<file path="config.mk">
export PLATFORM = sky130hd
export DESIGN_NAME = setpoint_select_alarm_combine
export DESIGN_NICKNAME = d
export VERILOG_FILES = /design/src/rtl/sp_alarm_pkg.sv /design/src/rtl/rate_alarm.sv /design/src/rtl/remote_scaler.sv /design/src/rtl/setpoint_select_alarm_combine.sv
export SDC_FILE = /design/constraint.sdc
export NUM_CORES = 2
export LEC_CHECK = 0
export BUFFER_PORTS_ARGS = -buffer_cell sky130_fd_sc_hd__buf_2
export CORE_AREA = 2 2 374 376
export DETAILED_ROUTE_END_ITERATION = 8
export DIE_AREA = 0 0 376 378
export GPL_TIMING_DRIVEN = 0
export HOLD_SLACK_MARGIN = 0.03
export SLEW_MARGIN = 25
export SYNTH_ARGS = -nofsm -noshare
export SYNTH_HDL_FRONTEND = slang
export SYNTH_SLANG_ARGS = --single-unit
</file>
<file path="constraint.sdc">
create_clock -name clk_sys -period 98.3 [get_ports clk_sys]
set_input_delay 19.66 -clock clk_sys [delete_from_list [all_inputs] [get_ports clk_sys]]
set_output_delay 19.66 -clock clk_sys [all_outputs]
set_load 0.05 [all_outputs]
</file>
<file path="src/rtl/sp_alarm_pkg.sv">
// Contract
// [RULE1] Integrated alarm output is OR of the eight status flags selected by the mask.
// [RULE2] Mask weights: alarms 1-4 are 1,2,4,8; burnout 16, short 32, input 64, remote 128.
// [RULE3] Mask spans 0 to 255 and resets to 49.
// [RULE4] Soak timer unit is minutes or hours, minutes by default, only with a program pattern.
// [RULE5] Alarm compare setpoint selects ramping or target; ramping after reset.
// [RULE6] That selection acts only for listed alarm types, self-tuning off, distinct ramp rates.
// [RULE7] Remote input type is one of five ranges, 4-20 mA by default.
// [RULE8] Remote enable lets setpoint mode pick remote; otherwise local only; off by default.
// [RULE9] Remote enable, limits and tracking only act while self-tuning is off.
// [RULE10] Remote input scales linearly between remote lower and upper limits, -200 and 1300.
// [RULE11] Remote value over 10 percent outside the limits raises an error and is clamped.
// [RULE12] On remote error, remote indicator flashes in remote mode; monitor flashes always.
// [RULE13] Remote setpoint used for control is also held within setpoint limits.
// [RULE14] Remote to local switch with tracking copies remote into local setpoint.
// [RULE15] Manual limit enable, off by default, applies output limits to manual output.
// [RULE16] Type 13 alarm fires when the change over one period exceeds the alarm value.
// [RULE17] Rate period counts 50 ms samples, 1 to 999, default 20.
// [RULE18] Cooling tuning method codes 0 to 3, default 0, only for heat/cool two-PID.
// [RULE19] Integrated alarm is recomputed from the flags every sampling cycle.
package sp_alarm_pkg;

  // ----------------------------------------------------------------------------
  // Mask bit positions and reset values
  // ----------------------------------------------------------------------------
  localparam int unsigned  MASK_ALARM1    = 0;
  localparam int unsigned  MASK_BURNOUT   = 4;
  localparam int unsigned  MASK_SHORT     = 5;
  localparam int unsigned  MASK_INPUT_ERR = 6;
  localparam int unsigned  MASK_REMOTE    = 7;
  localparam logic [7:0]   MASK_RESET     = 8'h31;
  localparam logic [15:0]  REMOTE_UPPER_RESET = 16'h0514;
  localparam logic [15:0]  REMOTE_LOWER_RESET = 16'hff38;
  localparam logic [9:0]   RATE_PERIOD_RESET  = 10'h014;
  localparam logic [9:0]   RATE_PERIOD_MAX    = 10'h3e7;
  localparam logic [1:0]   COOL_TUNE_RESET    = 2'h0;
  // Input code full scale for the remote converter and margin fraction (1/10).
  localparam logic [15:0]  INPUT_FULL_SCALE   = 16'h1000;
  localparam int unsigned  MARGIN_DIV         = 10;

  // ----------------------------------------------------------------------------
  // Timing
  // ----------------------------------------------------------------------------
  localparam int unsigned  CLK_PERIOD_NS   = 100;
  localparam int unsigned  SAMPLE_MS       = 50;
  localparam int unsigned  SAMPLE_CYCLES   = SAMPLE_MS * 1000000 / CLK_PERIOD_NS;

  // ----------------------------------------------------------------------------
  // Encodings
  // ----------------------------------------------------------------------------
  typedef enum logic [2:0] {
    IN_4_20MA = 3'h0, IN_0_20MA = 3'h1, IN_1_5V = 3'h2, IN_0_5V = 3'h3, IN_0_10V = 3'h4
  } remote_input_type_t;

  typedef enum logic [3:0] {
    COOL_SAME = 4'h1, COOL_LINEAR = 4'h2, COOL_AIR = 4'h4, COOL_WATER = 4'h8
  } cool_tune_t;

  localparam logic [4:0]   RATE_ALARM_TYPE = 5'h0d;

endpackage : sp_alarm_pkg

</file>
<file path="src/rtl/rate_alarm.sv">
`timescale 1ns/10ps
module rate_alarm (
  input  wire logic                clk_sys,
  input  wire logic                rst_b,
  input  wire logic                ce,
  input  wire logic                sample,
  input  wire logic [9:0]          period,
  input  wire logic signed [15:0]  process_value,
  input  wire logic signed [15:0]  alarm_value,
  output logic                     rate_alarm
);
  import sp_alarm_pkg::*;

  typedef struct packed {
    logic [9:0]         count;
    logic signed [15:0] previous;
    logic               alarm;
  } rate_state_t;

  rate_state_t        state;
  rate_state_t        next_state;
  logic signed [16:0] diff;

  // ----------------------------------------------------------------------------
  // Period counter and difference
  // ----------------------------------------------------------------------------
  // Period zero is out of range and behaves as one sample.
  always_comb begin
    next_state = state;
    diff       = 17'(process_value) - 17'(state.previous);
    if (sample) begin
      if (state.count + 10'h001 >= period) begin // see [RULE17]
        next_state.count    = '0;
        next_state.previous = process_value;
        next_state.alarm    = diff > 17'(alarm_value); // see [RULE16]
      end else begin
        next_state.count = state.count + 10'h001;
      end
    end
  end

  always_ff @(posedge clk_sys) begin
    if (!rst_b) begin
      state <= '0;
    end else if (ce) begin
      state <= next_state;
    end
  end

  assign rate_alarm = state.alarm;
endmodule : rate_alarm

</file>
<file path="src/rtl/remote_scaler.sv">
`timescale 1ns/10ps
module remote_scaler (
  input  wire logic                clk_sys,
  input  wire logic                rst_b,
  input  wire logic                ce,
  input  wire logic                sample,
  input  wire logic [2:0]          remote_input_type,
  input  wire logic [15:0]         remote_raw,
  input  wire logic signed [15:0]  remote_upper_limit,
  input  wire logic signed [15:0]  remote_lower_limit,
  output logic signed [15:0]       remote_setpoint,
  output logic                     remote_error
);
  import sp_alarm_pkg::*;

  typedef struct packed {
    logic signed [15:0] value;
    logic               err;
  } scaler_state_t;

  scaler_state_t      state;
  scaler_state_t      next_state;
  logic signed [17:0] span;
  logic signed [17:0] offset;
  logic signed [17:0] live;
  logic signed [35:0] prod;
  logic signed [35:0] scaled;
  logic signed [17:0] margin;
  logic signed [35:0] lo_bound;
  logic signed [35:0] hi_bound;

  // ----------------------------------------------------------------------------
  // Scaling per input type
  // ----------------------------------------------------------------------------
  // The live zero offsets the 4-20 mA and 1-5 V ranges by one fifth of scale.
  always_comb begin
    next_state = state;
    offset     = 18'sd0;
    if (remote_input_type == IN_4_20MA || remote_input_type == IN_1_5V) begin
      offset = 18'(INPUT_FULL_SCALE / 5);
    end
    live   = 18'($signed({2'b00, remote_raw})) - offset;
    span   = 18'(remote_upper_limit) - 18'(remote_lower_limit);
    prod   = 36'(live) * 36'(span);
    scaled = 36'(remote_lower_limit)
             + prod / $signed(36'(18'(INPUT_FULL_SCALE) - offset)); // see [RULE7] see [RULE10]
    margin   = 18'(span / $signed(18'(MARGIN_DIV)));
    lo_bound = 36'(remote_lower_limit) - 36'(margin);
    hi_bound = 36'(remote_upper_limit) + 36'(margin);
    if (sample) begin
      // Outside the remote limits the value is pinned to the nearer limit.
      next_state.err = (scaled < lo_bound) || (scaled > hi_bound); // see [RULE11]
      if (scaled < 36'(remote_lower_limit)) begin
        next_state.value = remote_lower_limit;
      end else if (scaled > 36'(remote_upper_limit)) begin
        next_state.value = remote_upper_limit;
      end else begin
        next_state.value = 16'(scaled);
      end
    end
  end

  always_ff @(posedge clk_sys) begin
    if (!rst_b) begin
      state <= '0;
    end else if (ce) begin
      state <= next_state;
    end
  end

  assign remote_setpoint = state.value;
  assign remote_error    = state.err;
endmodule : remote_scaler

</file>
<file path="src/rtl/setpoint_select_alarm_combine.sv">
`timescale 1ns/10ps
module setpoint_select_alarm_combine #(
  parameter int unsigned SAMPLE_DIV = sp_alarm_pkg::SAMPLE_CYCLES
) (
  input  wire logic                clk_sys,
  input  wire logic                rst_b,
  input  wire logic                ce,
  // Configuration writes: legal values are loaded while cfg_write is high, remote enable, tracking and limits only with self-tuning off.
  input  wire logic                cfg_write,
  input  wire logic [7:0]          integrated_alarm_mask_in,
  input  wire logic [2:0]          remote_input_type_in,
  input  wire logic signed [15:0]  remote_upper_limit_in,
  input  wire logic signed [15:0]  remote_lower_limit_in,
  input  wire logic                remote_enable_in,
  input  wire logic                tracking_in,
  input  wire logic                manual_limit_enable_in,
  input  wire logic                alarm_sp_target_in,
  input  wire logic                soak_unit_hours_in,
  input  wire logic [9:0]          rate_period_in,
  input  wire logic [1:0]          cool_tune_in,
  // Operating conditions.
  input  wire logic                self_tuning,
  input  wire logic                program_enabled,
  input  wire logic                heat_cool_two_pid,
  input  wire logic                ramp_distinct,
  input  wire logic [4:0]          alarm1_type,
  input  wire logic                remote_mode,
  input  wire logic                manual_mode,
  input  wire logic                flash_phase,
  // Status flags and data.
  input  wire logic [3:0]          alarm_flags,
  input  wire logic                heater_burnout_alarm,
  input  wire logic                heater_short_alarm,
  input  wire logic                input_error,
  input  wire logic [15:0]         remote_raw,
  input  wire logic signed [15:0]  process_value,
  input  wire logic signed [15:0]  rate_alarm_value,
  input  wire logic signed [15:0]  ramping_setpoint,
  input  wire logic signed [15:0]  target_setpoint,
  input  wire logic signed [15:0]  local_setpoint_in,
  input  wire logic                local_setpoint_write,
  input  wire logic signed [15:0]  sp_upper_limit,
  input  wire logic signed [15:0]  sp_lower_limit,
  input  wire logic signed [15:0]  manual_mv,
  input  wire logic signed [15:0]  mv_upper_limit,
  input  wire logic signed [15:0]  mv_lower_limit,
  // Results.
  output logic                     integrated_alarm,
  output logic signed [15:0]       control_setpoint,
  output logic signed [15:0]       local_setpoint,
  output logic signed [15:0]       alarm_setpoint,
  output logic signed [15:0]       manual_output,
  output logic                     remote_error,
  output logic                     remote_indicator,
  output logic                     remote_monitor_blank,
  output logic                     rate_change_alarm,
  output logic                     soak_unit_hours,
  output logic [3:0]               cool_tune_method
);
  import sp_alarm_pkg::*;

  typedef struct packed {
    logic [7:0]         mask;
    logic [2:0]         in_type;
    logic [15:0]        rem_upper;
    logic [15:0]        rem_lower;
    logic               rem_enable;
    logic               tracking;
    logic               man_limit;
    logic               sp_target;
    logic               soak_hours;
    logic [9:0]         rate_period;
    logic [1:0]         cool_tune;
    logic [22:0]        div;
    logic               sample;
    logic               remote_prev;
    logic               alarm;
    logic signed [15:0] ctrl_sp;
    logic signed [15:0] local_sp;
    logic signed [15:0] alarm_sp;
    logic signed [15:0] man_out;
    logic               err;
    logic               ind;
    logic               mon_blank;
    logic               soak_out;
    logic [3:0]         cool_out;
  } top_state_t;

  top_state_t         state;
  top_state_t         next_state;
  logic signed [15:0] remote_sp;
  logic               remote_err_raw;
  logic               rate_raw;
  logic [7:0]         flags;
  logic               rem_active;
  logic               sel_allowed;
  logic signed [15:0] rem_limited;

  // ----------------------------------------------------------------------------
  // Remote input scaling and rate-of-change alarm
  // ----------------------------------------------------------------------------
  remote_scaler u_scaler (
    .clk_sys            (clk_sys),
    .rst_b              (rst_b),
    .ce                 (ce),
    .sample             (state.sample),
    .remote_input_type  (state.in_type),
    .remote_raw         (remote_raw),
    .remote_upper_limit (state.rem_upper),
    .remote_lower_limit (state.rem_lower),
    .remote_setpoint    (remote_sp),
    .remote_error       (remote_err_raw)
  );

  rate_alarm u_rate (
    .clk_sys       (clk_sys),
    .rst_b         (rst_b),
    .ce            (ce),
    .sample        (state.sample),
    .period        (state.rate_period),
    .process_value (process_value),
    .alarm_value   (rate_alarm_value),
    .rate_alarm    (rate_raw)
  );

  // ----------------------------------------------------------------------------
  // Selection and supervision
  // ----------------------------------------------------------------------------
  // Flag order matches the mask weights, lowest weight in bit zero.
  always_comb begin
    next_state = state;
    flags = {remote_err_raw, input_error, heater_short_alarm, heater_burnout_alarm,
             alarm_flags}; // see [RULE2]
    // Remote setpoint selection, tracking and indicator are dead while self-tuning runs.
    rem_active  = state.rem_enable && !self_tuning; // see [RULE9]
    sel_allowed = !self_tuning && ramp_distinct &&
                  ((alarm1_type >= 5'h01 && alarm1_type <= 5'h07) ||
                   alarm1_type == 5'h0e || alarm1_type == 5'h0f ||
                   alarm1_type == 5'h12 || alarm1_type == 5'h13); // see [RULE6]
    rem_limited = remote_sp;
    if (remote_sp > sp_upper_limit) begin
      rem_limited = sp_upper_limit; // see [RULE13]
    end else if (remote_sp < sp_lower_limit) begin
      rem_limited = sp_lower_limit;
    end
    // Sample divider produces one pulse per sampling period.
    if (state.div >= 23'(SAMPLE_DIV - 1)) begin
      next_state.div    = '0;
      next_state.sample = 1'b1;
    end else begin
      next_state.div    = state.div + 23'h000001;
      next_state.sample = 1'b0;
    end
    if (cfg_write) begin
      next_state.mask       = integrated_alarm_mask_in; // see [RULE3]
      next_state.in_type    = (remote_input_type_in > 3'(IN_0_10V)) ? state.in_type
                                                                    : remote_input_type_in;
      if (!self_tuning) begin
        next_state.rem_enable = remote_enable_in; // see [RULE9]
        next_state.tracking   = tracking_in;
        next_state.rem_upper  = remote_upper_limit_in;
        next_state.rem_lower  = remote_lower_limit_in;
      end
      next_state.man_limit  = manual_limit_enable_in;
      next_state.sp_target  = alarm_sp_target_in;
      next_state.soak_hours = soak_unit_hours_in;
      if (rate_period_in != 10'h000 && rate_period_in <= RATE_PERIOD_MAX) begin
        next_state.rate_period = rate_period_in; // see [RULE17]
      end
      next_state.cool_tune  = cool_tune_in;
    end
    if (state.sample) begin
      next_state.alarm = |(flags & state.mask); // see [RULE1] see [RULE19]
    end
    // Local setpoint: tracking copy on leaving remote mode beats an operator write.
    next_state.remote_prev = remote_mode && rem_active;
    if (state.remote_prev && !(remote_mode && rem_active) && state.tracking && rem_active) begin
      next_state.local_sp = remote_sp; // see [RULE14]
    end else if (local_setpoint_write) begin
      next_state.local_sp = local_setpoint_in;
    end
    next_state.ctrl_sp = (rem_active && remote_mode) ? rem_limited : state.local_sp; // see [RULE8]
    next_state.alarm_sp = (sel_allowed && state.sp_target) ? target_setpoint
                                                           : ramping_setpoint; // see [RULE5]
    next_state.man_out = manual_mv;
    if (manual_mode && state.man_limit) begin
      if (manual_mv > mv_upper_limit) begin
        next_state.man_out = mv_upper_limit; // see [RULE15]
      end else if (manual_mv < mv_lower_limit) begin
        next_state.man_out = mv_lower_limit;
      end
    end
    next_state.err       = remote_err_raw;
    next_state.ind       = rem_active && remote_mode && !(remote_err_raw && flash_phase); // see [RULE12]
    next_state.mon_blank = remote_err_raw && flash_phase;
    next_state.soak_out  = program_enabled && state.soak_hours; // see [RULE4]
    // Cooling method only matters under heating/cooling two-PID control.
    if (!heat_cool_two_pid) begin
      next_state.cool_out = 4'(COOL_SAME); // see [RULE18]
    end else begin
      unique case (state.cool_tune)
        2'h0: next_state.cool_out = 4'(COOL_SAME);
        2'h1: next_state.cool_out = 4'(COOL_LINEAR);
        2'h2: next_state.cool_out = 4'(COOL_AIR);
        2'h3: next_state.cool_out = 4'(COOL_WATER);
      endcase
    end
  end

  // ----------------------------------------------------------------------------
  // State register
  // ----------------------------------------------------------------------------
  always_ff @(posedge clk_sys) begin
    if (!rst_b) begin
      state             <= '0;
      state.mask        <= MASK_RESET; // see [RULE3]
      state.in_type     <= IN_4_20MA; // see [RULE7]
      state.rem_upper   <= REMOTE_UPPER_RESET; // see [RULE10]
      state.rem_lower   <= REMOTE_LOWER_RESET;
      state.rate_period <= RATE_PERIOD_RESET;
      state.cool_tune   <= COOL_TUNE_RESET;
      state.cool_out    <= 4'(COOL_SAME);
    end else if (ce) begin
      state <= next_state;
    end
  end

  assign integrated_alarm     = state.alarm;
  assign control_setpoint     = state.ctrl_sp;
  assign local_setpoint       = state.local_sp;
  assign alarm_setpoint       = state.alarm_sp;
  assign manual_output        = state.man_out;
  assign remote_error         = state.err;
  assign remote_indicator     = state.ind;
  assign remote_monitor_blank = state.mon_blank;
  assign rate_change_alarm    = rate_raw;
  assign soak_unit_hours      = state.soak_out;
  assign cool_tune_method     = state.cool_out;
endmodule : setpoint_select_alarm_combine

</file>
== Word-level counts from Yosys, hierarchy flattened ==
Index checks and enable logic that the tools add are counted.

* Input bits: 260
* Flip-flop bits (word level): 202
* Output and inout bits: 74
* Word-level logic and storage cells: 118

* Mux-type cells: 16
* Reduce and logical (&&, ||, !) cells: 35
* Add/sub/neg operators: 9
* Equal/unequal tests: 8
* Order comparisons: 15
* Bitwise operators: 3
* Divide/modulo/power cells: 2
* $mul: 1

{| class="wikitable"
|+ Operators with widths
! operator !! count
|-
| $mux 16 || 11
|-
| $add 16x36->36 || 1
|-
| $div 36x36->36 || 1
|-
| $gt 36x16->1 || 1
|-
| $gt 36x36->1 || 1
|-
| $lt 36x16->1 || 1
|-
| $lt 36x36->1 || 1
|-
| $mul 17x17->34 || 1
|-
| $sub 16x16->17 || 2
|-
| $gt 16x16->1 || 2
|-
| $lt 16x16->1 || 2
|-
| $mux 24 || 1
|-
| $add 23x1->23 const B || 1
|-
| $ge 23x19->1 const B || 1
|-
| $mux 10 || 2
|-
| $add 16x18->19 || 1
|-
| $sub 16x18->19 || 1
|-
| $div 18x5->18 const B || 1
|-
| $gt 17x16->1 || 1
|-
| $sub 16x10->17 || 1
|-
| $pmux 4 s4 || 1
|-
| $logic_and 1x1->1 || 14
|-
| $sub 13x10->14 const A || 1
|-
| $reduce_and 3->1 || 4
|-
| 22 further kinds || 35
|}

== Longest topological paths before layout ==
* Depth after elaboration: 10
* Depth in mapped cells: 430
* Mapped depth without buffers: 391

== Modules after synthesis ==
From an unflattened synthesis, not the netlist that was laid out.

* Cells, all modules: 8244
* Area total of the unflattened synthesis: 61799.3 um2

{| class="wikitable"
|+ Modules (own cells, without submodules)
! module !! sequential area each (um2) !! cells an instance !! instances !! area each (um2)
|-
| remote_scaler || 340.3 || 6860 || 1 || 49906.6
|-
| setpoint_select_alarm_combine || 3163.0 || 1041 || 1 || 9238.9
|-
| rate_alarm || 540.5 || 343 || 1 || 2653.8
|}

== Worst setup path after synthesis ==
OpenSTA, ideal clock, no wires.

* Path kind: input to register
* From: in remote_raw[0]
* To: reg u_scaler.state, in the netlist u_scaler.remote_setpoint[10]
* Cell stages on the path: 384
* Path slack: -0.001 ns
* Setup time: 0.127 ns
* Data required time: 98.173 ns
* Arrival: 98.174 ns
* Path through: inv_1 ha_1 fa_1 nor3b_1 nor2b_1 o21ai_0 nand2b_1 or3_1 a21oi_1 o21bai_1 or3_1 nor3_1 nand2_1 fa_1 inv_1 fa_1 inv_1 fa_1 (+348 left out) o21a_1 o21a_1 o21a_1 o21a_1 o21ai_0 nand2b_1 a21oi_1 nor2b_1 nor2_1 xnor2_1 ha_1 nand4_1 or3_1 a41oi_1 clkbuf_1 o211ai_1 o211ai_1 a21boi_0

* Cells in the longest elaborated chain, start to end: 7

{| class="wikitable"
|+ Ends and longest elaborated chain
! item !! line !! RTL
|-
| from (decl) || setpoint_select_alarm_combine.sv:35 || <nowiki>input wire logic [15:0] remote_raw,</nowiki>
|-
| $sub 16x10->17 (*) || remote_scaler.sv:42 || <nowiki>live = 18'($signed({2'b00, remote_raw})) - offset;</nowiki>
|-
| $mul 17x17->34 (*) || remote_scaler.sv:44 || <nowiki>prod = 36'(live) * 36'(span);</nowiki>
|-
| $div 36x36->36 (*) || remote_scaler.sv:46 || <nowiki>+ prod / $signed(36'(18'(INPUT_FULL_SCALE) - offset));</nowiki>
|-
| $add 16x36->36 (*) || remote_scaler.sv:46 ||
|-
| $gt 36x16->1 || remote_scaler.sv:55 || <nowiki>end else if (scaled > 36'(remote_upper_limit)) begin</nowiki>
|-
| $mux 16 || remote_scaler.sv:55 ||
|-
| $mux 16 (*) || remote_scaler.sv:53 || <nowiki>if (scaled < 36'(remote_lower_limit)) begin</nowiki>
|-
| to (signal assigned) || remote_scaler.sv:67 || <nowiki>state <= next_state;</nowiki>
|-
| to (decl) || remote_scaler.sv:21 || <nowiki>scaler_state_t state;</nowiki>
|}

Mark *: on every way between the ends. The rest lies on a longest branch, timed or not.
A chain may end at the register's enable or synchronous reset.

== Worst setup path after layout ==
* From: in remote_raw[0]
* To: reg u_scaler.state, in the netlist u_scaler.remote_setpoint[15]

Same word-level chain as after synthesis.

==> metrics.txt <==
Die W ~380 um; fin util a little over half; HP Class flip-flop to flip-flop; ratio of cells with drive above 1 in the final layout 20.49%; total track usage 30.43%; Synth warnings 0; delay-heaviest family, CP simple AND/OR/NAND/NOR gates; root buf cell clkbuf_16; Distinct cells, synth around 180; # rows between 100 and 150; largest area contributor in the netlist ha_1; kind of critical path input port to flip-flop; GRT overflow 0; area of the multi-input gates 56,830 um^2; cts bufs inserted 21; Layout area overhead 18.94%; critical path buffer and inverter count 57; DRT Pass-1 Iters 6; H-tree depth reported by CTS 1; Fin. Hold Viols 0; Post-synth ARST share 0%; CTS tree done; critical hold path startpoint u_rate.state[2]; pin count of the biggest net entering global routing 93; Final ANT Viol Nets 0; top-area cell type share of the netlist area between 10% and 20%; final hold slack 0.4670 ns; Most used DFF post-synth dfxtp_1; Setup crit start kind input port; vias in the first global route ~62k; post-DR vias/cell between 5 and 6; Die Y ~380 um; DR WL/cell around 21 um; register area approximately 4000 um^2; fmax approximately 10 MHz; Hold Crit Depth 2; RR Startpoint state[117]; r2r setup slk around 19 ns; period utilization 97.41%; number of flops mapped to enable cells by yosys 0; Final Wtd Congestion around 0.96; flops & latches, synth between 200 and 250; via count between 60k and 70k; Max-slew headroom a little under a quarter; clock-pin transition on the worst setup and hold timing paths 0.06 ns; die area between 100,000 and 150,000 um^2; syn nets 9,528; Post-synth top cells nand2_1, inv_1, nor2_1, ha_1, a21oi_1; setup TNS 0 ns; Gate Count Post-Synth ~8.3k; final max-slew violation count 0; Mean Syn Cell Area between 7 and 8 um^2; R2R cell count 397; DR iter-0 viols 5,329; Initial Util about 45%; # fillers about 13k; r2r endpoint u_scaler.remote_setpoint[15]; critical path peak fanout 10; WP data arrival 96.21 ns; initial antenna violation count 21; Levels on crit path between 300 and 400; clock skew between 0.015 and 0.02 ns; count leader, synth nand2_1; dpl cells between 10k and 15k; status complete, no violations; port buffer count 332; Final Non-Filler Cells 10.90k; clk_lat worst skew 0.53 ns; WP data required 98.75 ns; Slowest-stage cell, CP or4_4; CP dominant cell by count buf_6; Synth area leaders ha_1, fa_1, dfxtp_1, xnor2_1, nand2_1; Final Routed Wirelength between 200,000 and 250,000 um; # hold bufs at CTS 0; final setup fails 0; Post-Syn Area slightly above 60,000 um^2; Ports ~330; hpwl dp around 180,000 um; maxcap violations 0; fin nets around 10k; Core Box Area approximately 140,000 um^2; Worst Tran Pin Value 1.146 ns; crit path capture type flip-flop; crit-path max cell delay 0.58 ns; DRC viols 0; # clock sinks roughly 200; Final min period about 96 ns; hold path endpoint u_rate.state[2]; clock buffer depth 3; global-route wire length before repair between 300,000 and 400,000 um; sequential area share after synthesis under 10%
[layout by cell type, fill, tap and decap left out, types with 69 or more instances in the layout]
cell type and instances:
buf_4 468, and2_1 70, dfxtp_1 200, o211a_1 79, clkbuf_1 114, a211oi_1 71
nand2_1 817, nor3_1 186, nand3_1 183, xor2_1 192, a21oi_1 444, o21ai_1 69
mux2i_1 121, nand4_1 121, a21boi_0 82, nand2b_1 152, inv_1 741, xnor2_1 387
fa_1 288, nor2_1 703, a31oi_1 79, o211ai_1 151, o21ai_0 325, a21o_1 118
nor2b_1 117, ha_1 574, buf_2 341
[per-layer routing]
metal  share of wire, %  GRT usage, %  vias up
li1                   -             -    31290
met1                 43         38.81    31460
met2                 47         53.12     2151
met3                5.8         2.639      420
met4                4.3         11.57        6
met5              0.017             0        -
[flip-flops by register name, indices dropped and copies added, names as in the netlist, 4 cells and up]
register	count
local_setpoint	16
control_setpoint	16
state	84
cool_tune_method	4
u_rate.state	26
alarm_setpoint	16
u_scaler.remote_setpoint	16
manual_output	16
[how the worst max path moves through the flow]
stage | endpoint | slack [ns] | from
detailed placement | u_scaler.remote_setpoint[13] | -21.11 | remote_raw[0]
floorplan | u_scaler.remote_setpoint[10] | 0.23 | remote_raw[0]
global placement | u_scaler.remote_setpoint[15] | -20.50 | remote_raw[0]
global route | u_scaler.remote_setpoint[12] | -0.76 | remote_raw[0]
CTS | u_scaler.remote_setpoint[15] | 0.002 | remote_raw[0]
finish | u_scaler.remote_setpoint[15] | 2.54 | remote_raw[0]
[area by class of cell]
cell class                 count  share of cell area [%]
multi-input combinational   7050                   77.17
timing repair buffer         728                   6.560
sequential                   201                   5.466
inverter                     749                   3.831
tap                         1807                   3.070
buffer                       308                   2.943
clock buffer                  26                  0.7799
clock inverter                10                  0.1206
antenna                       17                 0.05777
[through the flow]
| stage | worst slack, ns | instance area, um^2 |
|---|---|---|
| detailed placement | -21.11 | 66150 |
| floorplan | 0.2250 | 61920 |
| finish | 2.542 | 73640 |
| global route | -0.7635 | 73630 |
| global placement | -20.50 | 65840 |
| CTS | 0.001947 | 70250 |
[worst reg2reg max path: cells and delay by family, from the launching register on]
family | cells | cell delay (ns)
simple gates | 148 | 26.34
compound gates | 135 | 25.95
fa+ha+maj | 37 | 12.51
buf+inv | 53 | 8.62
xor+xnor | 15 | 2.83
mux | 9 | 2.32
flops | 1 | 0.49
[cells by family (layout without fill, tap and decap cells)]
| group | count (synthesis) | after routing | synth area share [%] |
|---|---|---|---|
| AOI/OAI and AO/OA | 2229 | 2230 | 25.71 |
| adders and majority gates | 951 | 951 | 22.85 |
| and+or+nand+nor | 3034 | 3035 | 24.87 |
| other | 2 | 19 | 0.01213 |
| muxes | 182 | 182 | 3.142 |
| xor gates and xnor gates | 650 | 650 | 9.207 |
| DFF | 201 | 201 | 6.499 |
| buffers and inverters | 1075 | 1821 | 7.701 |
[what timing repair did]
action	CTS	global route
endpoints found under the setup margin	17	17
setup buffers	162	225
gates resized for setup	434	349
pin swaps	125	239
gates cloned	1	3
endpoints found under the hold margin	0	0
Power is not shown: default switching activity piles up to over one toggle a cycle in this logic, so the estimate is an artifact.
